==> src/frtc_pkg.sv <==
// Functional notes
// Count source: CPU clock /2, /4, /8 or external
// Both clock-select bits set picks external clock
// Writing either count low byte reloads FFFCh
// Reset and reload value is always FFFCh
// Alternate view equal, low read keeps overflow
// High read first latches low byte until read
// Lone low read returns the live low byte
// Wrap FFFFh to 0000h sets overflow flag
// Overflow request needs enable and clear mask
// Overflow clears: status read, then low access
// Counting continues unchanged in wait state
// Halt freezes count; reset restarts from FFFCh
// External edge polarity chosen by select bit
// External edges at least four CPU clocks apart
// Capture edge latches counter into channel register
// Each capture channel has its own edge select
// Capture sets flag; one enable, masked requests
// Capture flag clears: status read, then low access
// Capture high read blocks channel until low read
// Capture register holds the most recent capture
// Pulse modes leave only channel two capturing
// Capture inputs always connected, any edge counts; the code counts only the edge chosen by captureEdgeSelect
// Unbonded timer pin reads constant one
// Overflow and capture requests ORed onto one line
package frtc_pkg;

  // Counter values
  localparam logic [15:0] COUNT_RELOAD = 16'hFFFC;
  localparam logic [15:0] COUNT_MAX    = 16'hFFFF;
  localparam logic [15:0] COUNT_ONE    = 16'h0001;
  localparam logic [15:0] COUNT_ZERO   = 16'h0000;

  // Clock-select field codes
  localparam logic [1:0] CLK_DIV4 = 2'h0;
  localparam logic [1:0] CLK_DIV2 = 2'h1;
  localparam logic [1:0] CLK_DIV8 = 2'h2;
  localparam logic [1:0] CLK_EXT  = 2'h3;

  // Prescaler terminal masks
  localparam logic [2:0] PRESC_MASK2 = 3'h1;
  localparam logic [2:0] PRESC_MASK4 = 3'h3;
  localparam logic [2:0] PRESC_MASK8 = 3'h7;
  localparam logic [2:0] PRESC_ONE   = 3'h1;
  localparam logic [2:0] PRESC_RESET = 3'h0;

  // Status byte bit positions
  localparam int SR_CAP1_BIT = 7;
  localparam int SR_TOF_BIT  = 5;
  localparam int SR_CAP2_BIT = 4;

  // Reset values
  localparam logic [2:0] SYNC_RESET = 3'h7;
  localparam logic [7:0] BYTE_ZERO  = 8'h00;

  // Register access strobes, one cycle each
  typedef struct packed {
    logic       rdCountHigh;
    logic       rdCountLow;
    logic       wrCountLow;
    logic       rdAltHigh;
    logic       rdAltLow;
    logic       wrAltLow;
    logic       rdStatus;
    logic [1:0] rdCapHigh;
    logic [1:0] rdCapLow;
    logic [1:0] wrCapLow;
  } frtc_access_t;

  // Control bits of both control registers
  typedef struct packed {
    logic [1:0] clockSelect;
    logic       extEdgeSelect;
    logic [1:0] captureEdgeSelect;
    logic       overflowIrqEnable;
    logic       captureIrqEnable;
    logic       pulseModeActive;
  } frtc_config_t;

endpackage : frtc_pkg

==> src/frtc_timer.sv <==
`timescale 1ns/10ps
module frtc_timer #(
  parameter logic EXT_CLK_BONDED = 1'b1,
  parameter logic CAP1_BONDED    = 1'b1,
  parameter logic CAP2_BONDED    = 1'b1
) (
  input  wire logic                   clk_sys,
  input  wire logic                   rst,
  input  wire logic                   extCountClockPin,
  input  wire logic                   captureInputPinOne,
  input  wire logic                   captureInputPinTwo,
  input  wire frtc_pkg::frtc_access_t acc,
  input  wire frtc_pkg::frtc_config_t cfg,
  input  wire logic                   globalIrqMask,
  input  wire logic                   haltMode,
  output logic [7:0]                  readData_r,
  output logic                        readValid_r,
  output logic [15:0]                 countValue_r,
  output logic                        timerOverflowFlag_r,
  output logic [1:0]                  captureFlag_r,
  output logic                        timerIrq_r
);

  // Pin order: bit 0 capture one, bit 1 capture two, bit 2 ext
  logic [2:0]  pinIn;
  logic [2:0]  sync1_r;
  logic [2:0]  sync2_r;
  logic [2:0]  sync3_r;
  logic [2:0]  sync1_nxt;
  logic [2:0]  sync2_nxt;
  logic [2:0]  sync3_nxt;
  logic [2:0]  presc_r;
  logic [2:0]  presc_nxt;
  logic [15:0] count_nxt;
  logic [7:0]  lowLatch_r;
  logic [7:0]  lowLatch_nxt;
  logic        latched_r;
  logic        latched_nxt;
  logic        tofArm_r;
  logic        tofArm_nxt;
  logic        tof_nxt;
  logic [1:0]  capArm_r;
  logic [1:0]  capArm_nxt;
  logic [1:0]  capFlag_nxt;
  logic [1:0]  capInhibit_r;
  logic [1:0]  capInhibit_nxt;
  logic [15:0] capValue_r   [2];
  logic [15:0] capValue_nxt [2];
  logic [7:0]  readData_nxt;
  logic        readValid_nxt;
  logic        irq_nxt;
  logic        tick;
  logic        extEdge;
  logic        countWrite;
  logic        wrapEvent;
  logic        tofClear;
  logic        highRead;
  logic        lowRead;
  logic [1:0]  capEdge;
  logic [1:0]  capEvent;
  logic [1:0]  capLowAccess;
  logic [1:0]  capClear;
  logic [7:0]  statusByte;

  // Unbonded pins are tied high ahead of the synchroniser
  always_comb begin
    pinIn[0] = CAP1_BONDED ? captureInputPinOne : 1'b1;
    pinIn[1] = CAP2_BONDED ? captureInputPinTwo : 1'b1;
    pinIn[2] = EXT_CLK_BONDED ? extCountClockPin : 1'b1;
    sync1_nxt = pinIn;
    sync2_nxt = sync1_r;
    sync3_nxt = sync2_r;
  end

  // Two-stage synchroniser plus an edge history stage
  always_ff @(posedge clk_sys or posedge rst) begin
    if (rst) begin
      sync1_r <= frtc_pkg::SYNC_RESET;
      sync2_r <= frtc_pkg::SYNC_RESET;
      sync3_r <= frtc_pkg::SYNC_RESET;
    end else begin
      sync1_r <= sync1_nxt;
      sync2_r <= sync2_nxt;
      sync3_r <= sync3_nxt;
    end
  end

  // Edge detection on synchronised pins; inputs are always live
  always_comb begin
    extEdge = cfg.extEdgeSelect ? (sync2_r[2] & ~sync3_r[2])
                                : (~sync2_r[2] & sync3_r[2]);
    for (int i = 0; i < 2; i++) begin
      capEdge[i] = cfg.captureEdgeSelect[i]
                 ? (sync2_r[i] & ~sync3_r[i])
                 : (~sync2_r[i] & sync3_r[i]);
    end
  end

  // Count tick selection; wait state has no input, so no effect
  always_comb begin
    case (cfg.clockSelect)
      frtc_pkg::CLK_DIV2: begin
        tick = (presc_r & frtc_pkg::PRESC_MASK2) ==
               frtc_pkg::PRESC_MASK2;
      end
      frtc_pkg::CLK_DIV4: begin
        tick = (presc_r & frtc_pkg::PRESC_MASK4) ==
               frtc_pkg::PRESC_MASK4;
      end
      frtc_pkg::CLK_DIV8: begin
        tick = (presc_r & frtc_pkg::PRESC_MASK8) ==
               frtc_pkg::PRESC_MASK8;
      end
      default: begin
        tick = extEdge;
      end
    endcase
    tick = tick & ~haltMode;
  end

  // Counter, prescaler and overflow detection
  always_comb begin
    countWrite = acc.wrCountLow | acc.wrAltLow;
    wrapEvent  = tick & ~countWrite &
                 (countValue_r == frtc_pkg::COUNT_MAX);
    presc_nxt  = haltMode ? presc_r : presc_r + frtc_pkg::PRESC_ONE;
    count_nxt  = countValue_r;
    if (countWrite) begin
      count_nxt = frtc_pkg::COUNT_RELOAD;
    end else if (tick) begin
      count_nxt = countValue_r + frtc_pkg::COUNT_ONE;
    end
  end

  always_ff @(posedge clk_sys or posedge rst) begin
    if (rst) begin
      presc_r      <= frtc_pkg::PRESC_RESET;
      countValue_r <= frtc_pkg::COUNT_RELOAD;
    end else begin
      presc_r      <= presc_nxt;
      countValue_r <= count_nxt;
    end
  end

  // Low byte buffer shared by main and alternate views
  always_comb begin
    highRead     = acc.rdCountHigh | acc.rdAltHigh;
    lowRead      = acc.rdCountLow | acc.rdAltLow;
    lowLatch_nxt = lowLatch_r;
    latched_nxt  = latched_r;
    if (lowRead) begin
      latched_nxt = 1'b0;
    end else if (highRead && !latched_r) begin
      lowLatch_nxt = countValue_r[7:0];
      latched_nxt  = 1'b1;
    end
  end

  always_ff @(posedge clk_sys or posedge rst) begin
    if (rst) begin
      lowLatch_r <= frtc_pkg::BYTE_ZERO;
      latched_r  <= 1'b0;
    end else begin
      lowLatch_r <= lowLatch_nxt;
      latched_r  <= latched_nxt;
    end
  end

  // Flags, capture registers and clearing sequences
  always_comb begin
    tofClear = tofArm_r & (acc.rdCountLow | acc.wrCountLow);
    tof_nxt  = wrapEvent | (timerOverflowFlag_r & ~tofClear);
    tofArm_nxt = tofArm_r;
    if (acc.rdStatus) begin
      tofArm_nxt = timerOverflowFlag_r;
    end else if (tofClear) begin
      tofArm_nxt = 1'b0;
    end
    for (int i = 0; i < 2; i++) begin
      capLowAccess[i] = acc.rdCapLow[i] | acc.wrCapLow[i];
      capEvent[i] = capEdge[i] & ~capInhibit_r[i] &
                    ~(i == 0 && cfg.pulseModeActive);
      capClear[i] = capArm_r[i] & capLowAccess[i];
      capFlag_nxt[i] = capEvent[i] |
                       (captureFlag_r[i] & ~capClear[i]);
      capValue_nxt[i] = capEvent[i] ? countValue_r
                                    : capValue_r[i];
      capArm_nxt[i] = capArm_r[i];
      if (acc.rdStatus) begin
        capArm_nxt[i] = captureFlag_r[i];
      end else if (capClear[i]) begin
        capArm_nxt[i] = 1'b0;
      end
      capInhibit_nxt[i] = capInhibit_r[i];
      if (acc.rdCapLow[i]) begin
        capInhibit_nxt[i] = 1'b0;
      end else if (acc.rdCapHigh[i]) begin
        capInhibit_nxt[i] = 1'b1;
      end
    end
  end

  always_ff @(posedge clk_sys or posedge rst) begin
    if (rst) begin
      timerOverflowFlag_r <= 1'b0;
      tofArm_r            <= 1'b0;
      captureFlag_r       <= 2'h0;
      capArm_r            <= 2'h0;
      capInhibit_r        <= 2'h0;
      capValue_r[0]       <= frtc_pkg::COUNT_ZERO;
      capValue_r[1]       <= frtc_pkg::COUNT_ZERO;
    end else begin
      timerOverflowFlag_r <= tof_nxt;
      tofArm_r            <= tofArm_nxt;
      captureFlag_r       <= capFlag_nxt;
      capArm_r            <= capArm_nxt;
      capInhibit_r        <= capInhibit_nxt;
      capValue_r[0]       <= capValue_nxt[0];
      capValue_r[1]       <= capValue_nxt[1];
    end
  end

  // Read data mux and the combined interrupt request
  always_comb begin
    statusByte = frtc_pkg::BYTE_ZERO;
    statusByte[frtc_pkg::SR_CAP1_BIT] = captureFlag_r[0];
    statusByte[frtc_pkg::SR_TOF_BIT]  = timerOverflowFlag_r;
    statusByte[frtc_pkg::SR_CAP2_BIT] = captureFlag_r[1];
    readValid_nxt = acc.rdStatus | highRead | lowRead |
                    (|acc.rdCapHigh) | (|acc.rdCapLow);
    readData_nxt = frtc_pkg::BYTE_ZERO;
    if (acc.rdStatus) begin
      readData_nxt = statusByte;
    end else if (highRead) begin
      readData_nxt = countValue_r[15:8];
    end else if (lowRead) begin
      readData_nxt = latched_r ? lowLatch_r
                               : countValue_r[7:0];
    end else if (acc.rdCapHigh[0]) begin
      readData_nxt = capValue_r[0][15:8];
    end else if (acc.rdCapLow[0]) begin
      readData_nxt = capValue_r[0][7:0];
    end else if (acc.rdCapHigh[1]) begin
      readData_nxt = capValue_r[1][15:8];
    end else if (acc.rdCapLow[1]) begin
      readData_nxt = capValue_r[1][7:0];
    end
    irq_nxt = ~globalIrqMask &
              ((timerOverflowFlag_r & cfg.overflowIrqEnable) |
               ((|captureFlag_r) & cfg.captureIrqEnable));
  end

  always_ff @(posedge clk_sys or posedge rst) begin
    if (rst) begin
      readData_r  <= frtc_pkg::BYTE_ZERO;
      readValid_r <= 1'b0;
      timerIrq_r  <= 1'b0;
    end else begin
      readData_r  <= readData_nxt;
      readValid_r <= readValid_nxt;
      timerIrq_r  <= irq_nxt;
    end
  end
endmodule : frtc_timer

==> config.mk <==
export PLATFORM = sky130hd
export DESIGN_NAME = frtc_timer
export DESIGN_NICKNAME = d
export VERILOG_FILES = /design/src/frtc_pkg.sv /design/src/frtc_timer.sv
export SDC_FILE = /design/constraint.sdc
export NUM_CORES = 1
export LEC_CHECK = 0
export ABC_CLOCK_PERIOD_IN_PS = 4370
export BUFFER_PORTS_ARGS = -buffer_cell sky130_fd_sc_hd__buf_2
export CAP_MARGIN = 20
export CORE_MARGIN = 5
export CORE_UTILIZATION = 61
export CTS_CLUSTER_SIZE = 14
export DETAILED_ROUTE_END_ITERATION = 6
export PLACE_DENSITY = 0.95
export SETUP_SLACK_MARGIN = 0.15
export SYNTH_ARGS = -nofsm -noshare
export SYNTH_HDL_FRONTEND = slang
export SYNTH_SLANG_ARGS = --single-unit
==> constraint.sdc <==
create_clock -name clk_sys -period 4.37 [get_ports clk_sys]
set_input_delay 0.6555 -clock clk_sys [delete_from_list [all_inputs] [get_ports clk_sys]]
set_output_delay 0.6555 -clock clk_sys [all_outputs]
set_load 0.03 [all_outputs]
; After elaboration in Yosys (flattened, before gate mapping)
; Cells that the tools add are included.
[totals]
ff_bits = 87
inputBits = 28
out_inout_bits = 29
wordCells = 117
[classes]
addsub = 2
eq_ne = 5
mux = 26
bitwise = 51
n_reduce_logical = 14
[ops]
columns = op, count
row1 = $mux 8, 8
row2 = $mux 16, 2
row3 = $and 1x1->1, 21
row4 = $add 16x1->16 const B, 1
row5 = $eq 16x16->1 const B, 1
row6 = $not 1->1, 16
row7 = $mux 1, 15
row8 = $or 1x1->1, 14
row9 = $reduce_bool 2->1, 7
row10 = $reduce_or 2->1, 3
row11 = $eq 2x2->1 const B, 2
row12 = $add 3x1->3 const B, 1
row13 = $eq 3x3->1 const B, 1
row14 = $pmux 1 s3, 1
row15 = $eq 2x1->1 const B, 1
row16 = $logic_not 2->1, 1
row17 = $reduce_and 2->1, 1
row18 = $logic_and 1x1->1, 1
row19 = $logic_not 1->1, 1

; Longest topological paths before layout
[logic_depth]
depth_word = 8
ltp_mapped = 8
ltp_nobuf = 7

; Worst setup path before layout
; No wires, ideal clock.
[synth_path]
kind = input to register
from = input port cfg[4] (netlist bit)
to = register capValue_r[1] (netlist bit)
setup_time_ns = 0.125
t_arrival_ns = 1.853
path_slack_ns = 2.392
stages = 4
path_cell_list = or3b_1 > a21oi_2 > buf_6 > mux2_2
[synth_via]
elab_chain_cells = 2
[synth_rtl]
columns = element, line_no
row1 = start: declaration, frtc_timer.sv:13  ; input wire frtc_pkg::frtc_config_t cfg,
row2 = $mux 1, frtc_timer.sv:94  ; ? (sync2_r[i] & ~sync3_r[i])
row3 = $and 1x1->1, frtc_timer.sv:181  ; capEvent[i] = capEdge[i] & ~capInhibit_r[i] &
row4 = end: declaration, frtc_timer.sv:47  ; logic [15:0] capValue_r [2];
; Every way passes these cells.
; A chain may end at the register's enable or synchronous reset.

; Worst setup path in the final report
[layout_path]
from = register presc_r[0]
to = register countValue_r[8]
[layout_via]
elab_chain_cells = 4
elab_cells_between_ends = 5
classes_between = eq/ne (2) / mux (1) / bitwise (1) / reduce/logical (1)
[layout_rtl]
columns = element, line_no
row1 = start: declaration, frtc_timer.sv:32  ; logic [2:0] presc_r;
row2 = start signal: assignment, frtc_timer.sv:137  ; presc_r <= frtc_pkg::PRESC_RESET;
row3 = start signal: assignment, frtc_timer.sv:140  ; presc_r <= presc_nxt;
row4 = $eq 3x3->1 or $eq 2x2->1 (tied branches), "frtc_timer.sv:111, frtc_timer.sv:107"
row5 = $pmux 1 s3 *, frtc_timer.sv:101  ; case (cfg.clockSelect)
row6 = $and 1x1->1 *, frtc_timer.sv:118  ; tick = tick & ~haltMode;
row7 = $reduce_bool 2->1 (no line) *, --
row8 = end signal: assignment, frtc_timer.sv:138  ; countValue_r <= frtc_pkg::COUNT_RELOAD;
row9 = end signal: assignment, frtc_timer.sv:141  ; countValue_r <= count_nxt;
row10 = end: declaration, frtc_timer.sv:18  ; output logic [15:0] countValue_r,
; Every way passes the cells marked *; elsewhere a longest branch is shown, timed or not.

==> impl_metrics.ini <==
[power]
p_per_area_mw_per_mm2 = 377
clockPowerShare = 0.336
p_leak_nw = 1.88
power_frac_comb = 0.139
p_int_mw = 1.24
p_sw_frac = 0.271
peakVddDrop_mv = 0.267
power_frac_seq = 0.525
p_switching_mw = 0.462

[placement]
dp_hpwl_um = 6500
place.gp.congestion = 0.878
port_buffers = 56

[finish]
nNetsFinal = 441
n_antenna_cell = 0
syn_to_final_growth_pct = 13.0
layout-drive-gt1-share = 0.352
utilization = 0.712

[hold_path]
hold_path_class = in -> async

[timing]
hold_viol_final = 0
report.final.slew_viol_count = 0
rsz0062_at_grt = no
fin_setup_tns_ps = 0
period_needed_ps = 2270
slew_headroom = 0.328
tightestPinTransition_ps = 1010
min_period_over_period = 0.520
clock.fmax_mhz = 440
setup_viol = 0
finalClockSkew_ps = 7.21

[cts]
clock_path_buffers = 2
tritoncts = done
post-cts-setup-buffers = 0
cts-resized-gates = 0
clock_sinks = 87
htree_levels = 3
cts-root-buf = clkbuf_8
clkLatencyLatePin_ps = 350
clk_pin_slew_worst_paths_ps = 80
numCtsBuffers = 9
cts_hold_buf = 0

[worst_setup_path]
worstPathArrival_ps = 2550
cp_data_required_time_ps = 4650
path_max_fanout = 12
crit_path_start_kind = register
critPathKind = reg -> reg
critPathCaptureType = register

[logic_synthesis]
yosysTopAreaCellShare = 0.400
synth_cell_types = 43
synth_area_mm2 = 0.00400
ys_ff_latch = 87
synth_edf_count = 0
syn_area_per_cell_um2 = 11.0
netlist_top_cells_area = dfrtp_1 40%, dfstp_2 15%, mux2_2 12%
synth_seq_area_share = 0.551
synth-main-ff-cell = dfrtp_1
yosysWarnings = 0
syn_inst = 363
synth_fp_nets = 394
postSynth.asyncResetShare = 1.00
synth_top_area_cell = dfrtp_1

[route]
drcViolationCount = 0
num_vias = 3085
routed_wl_um = 9580
drt_iter0_markers = 228
viasPerCell = 6.27
wl_per_cell_um = 19.5
drt.antenna.violating_nets = 0
drtPass1Iterations = 6

[floorplan]
boundaryPins = 57
die-area_mm2 = 0.00828
die_h_um = 91.0
coreArea_mm2 = 0.00635
initial_core_util = 0.630
fp.dieW_um = 91.0
row_count = 29

[grt]
grt_max_degree = 65
antenna_found_initial = 0
grt_pass1_vias = 3241
globalRouteOverflowTotal = 0
grt_pass1_wl_um = 15600
grt_usage = 0.236

[run_status]
status = finished clean

[run]
maxCapViolCount = 0
[power groups by stage]
stage          sequential [mW]  combinational, mW  clock, mW
4_1_cts                  0.895              0.236      0.578
6_report                 0.895              0.237      0.573
3_5_place_dp             0.910              0.235          0
5_1_grt                  0.903              0.263      0.614
2_1_floorplan            0.932              0.140          0
3_3_place_gp             0.906              0.220          0
[cells in the final DEF, fill, tap and decap left out, drive strengths merged, types with 2 or more instances in the layout]
| cell | instances |
|---|---|
| nor2b | 3 |
| ha | 3 |
| nor2 | 17 |
| clkbuf | 11 |
| nand4 | 5 |
| a211o | 8 |
| o31ai | 3 |
| a221oi | 8 |
| nand2 | 39 |
| mux2i | 9 |
| dfrtp | 64 |
| xnor2 | 2 |
| nand3 | 15 |
| dfstp | 23 |
| or3 | 4 |
| or2 | 3 |
| buf | 58 |
| mux2 | 41 |
| nor3 | 5 |
| clkinv | 4 |
| and3 | 3 |
| inv | 11 |
| xor2 | 5 |
| nand3b | 2 |
| or4 | 2 |
| o21ai | 24 |
| a21oi | 32 |
[logic make-up (layout without fill, tap and decap cells)]
group / count (synthesis) / count (layout) / synth area share
simple gates: 103 / 103 / 0.129
flops: 87 / 87 / 0.551
compound gates: 79 / 79 / 0.121
mux: 50 / 50 / 0.138
buf+inv: 34 / 86 / 0.0366
xor+xnor: 7 / 7 / 0.0153
fa+ha+maj: 3 / 3 / 0.00938
[through the flow]
stage | hold slack, ps | area (um^2) | total power [mW] | setup WS, ps | std cells
finish | 196 | 4520 | 1.70 | 2100 | 492
detailed placement | 349 | 4290 | 1.14 | 1810 | 475
global route | 192 | 4520 | 1.78 | 1960 | 492
global placement | 346 | 4290 | 1.13 | 1850 | 475
floorplan | 345 | 4000 | 1.07 | 1500 | 363
CTS | 359 | 4490 | 1.71 | 2110 | 491
[cells in the mapped netlist, types with 5 or more instances]
cell type	count
nand2_1	39
inv_1	12
mux2_2	41
dfstp_2	23
clkbuf_1	13
buf_2	6
dfrtp_1	64
o21ai_0	23
a211o_1	8
nand4_1	5
a21oi_1	30
nor2_1	17
nand3_1	15
mux2i_1	9
a221oi_1	8
xor2_1	5
[path summary, 6_finish.rpt]
check,end,start,slack (ps),depth (start not counted)
worst min-delay path,presc_r[0]$_DFFE_PP0N_,rst,200,2
worst min register to register,sync2_r[2]$_DFF_PP1_,sync1_r[2]$_DFF_PP1_,360,0
max in group asynchronous,countValue_r[8]$_DFFE_PP1P_,rst,3230,4
worst max register to register,countValue_r[8]$_DFFE_PP1P_,presc_r[0]$_DFFE_PP0N_,2100,5
worst max-delay path,countValue_r[8]$_DFFE_PP1P_,presc_r[0]$_DFFE_PP0N_,2100,5
min in group clk_sys,sync2_r[2]$_DFF_PP1_,sync1_r[2]$_DFF_PP1_,360,0
[critical path: stages (launching register included)]
cell,delay [ps]
dfrtp_1,400
inv_1,60
o2111ai_1,630
nand2_1,430
or4_1,600
nand3_1,100
[flip-flops by register name (all words and copies together) (netlist names)]
| signal | cells |
|---|---|
| capArm_r | 2 |
| capInhibit_r | 2 |
| capValue_r | 32 |
| captureFlag_r | 2 |
| countValue_r | 16 |
| latched_r | 1 |
| lowLatch_r | 8 |
| presc_r | 3 |
| readData_r | 8 |
| readValid_r | 1 |
| sync1_r | 3 |
| sync2_r | 3 |
| sync3_r | 3 |
| timerIrq_r | 1 |
| timerOverflowFlag_r | 1 |
| tofArm_r | 1 |
[area by class of cell]
| type | count | area [um^2] |
|---|---|---|
| clock buffers | 11 | 151 |
| well taps | 77 | 96.3 |
| flip-flops and latches | 87 | 2210 |
| repair buffers | 58 | 315 |
| fillers | 462 | 1830 |
| multi-input cells | 242 | 1650 |
| inverters | 12 | 46.3 |
| clock inverters | 5 | 56.3 |
[metal layers]
metal,up-vias,GRT usage,wire (um)
met2,172,0.394,4750
li1,1388,-,-
met5,-,0,0
met4,0,0.114,261
met1,1493,0.296,3830
met3,32,0.0455,741
Note: power is estimated with default switching activity, not from simulation.
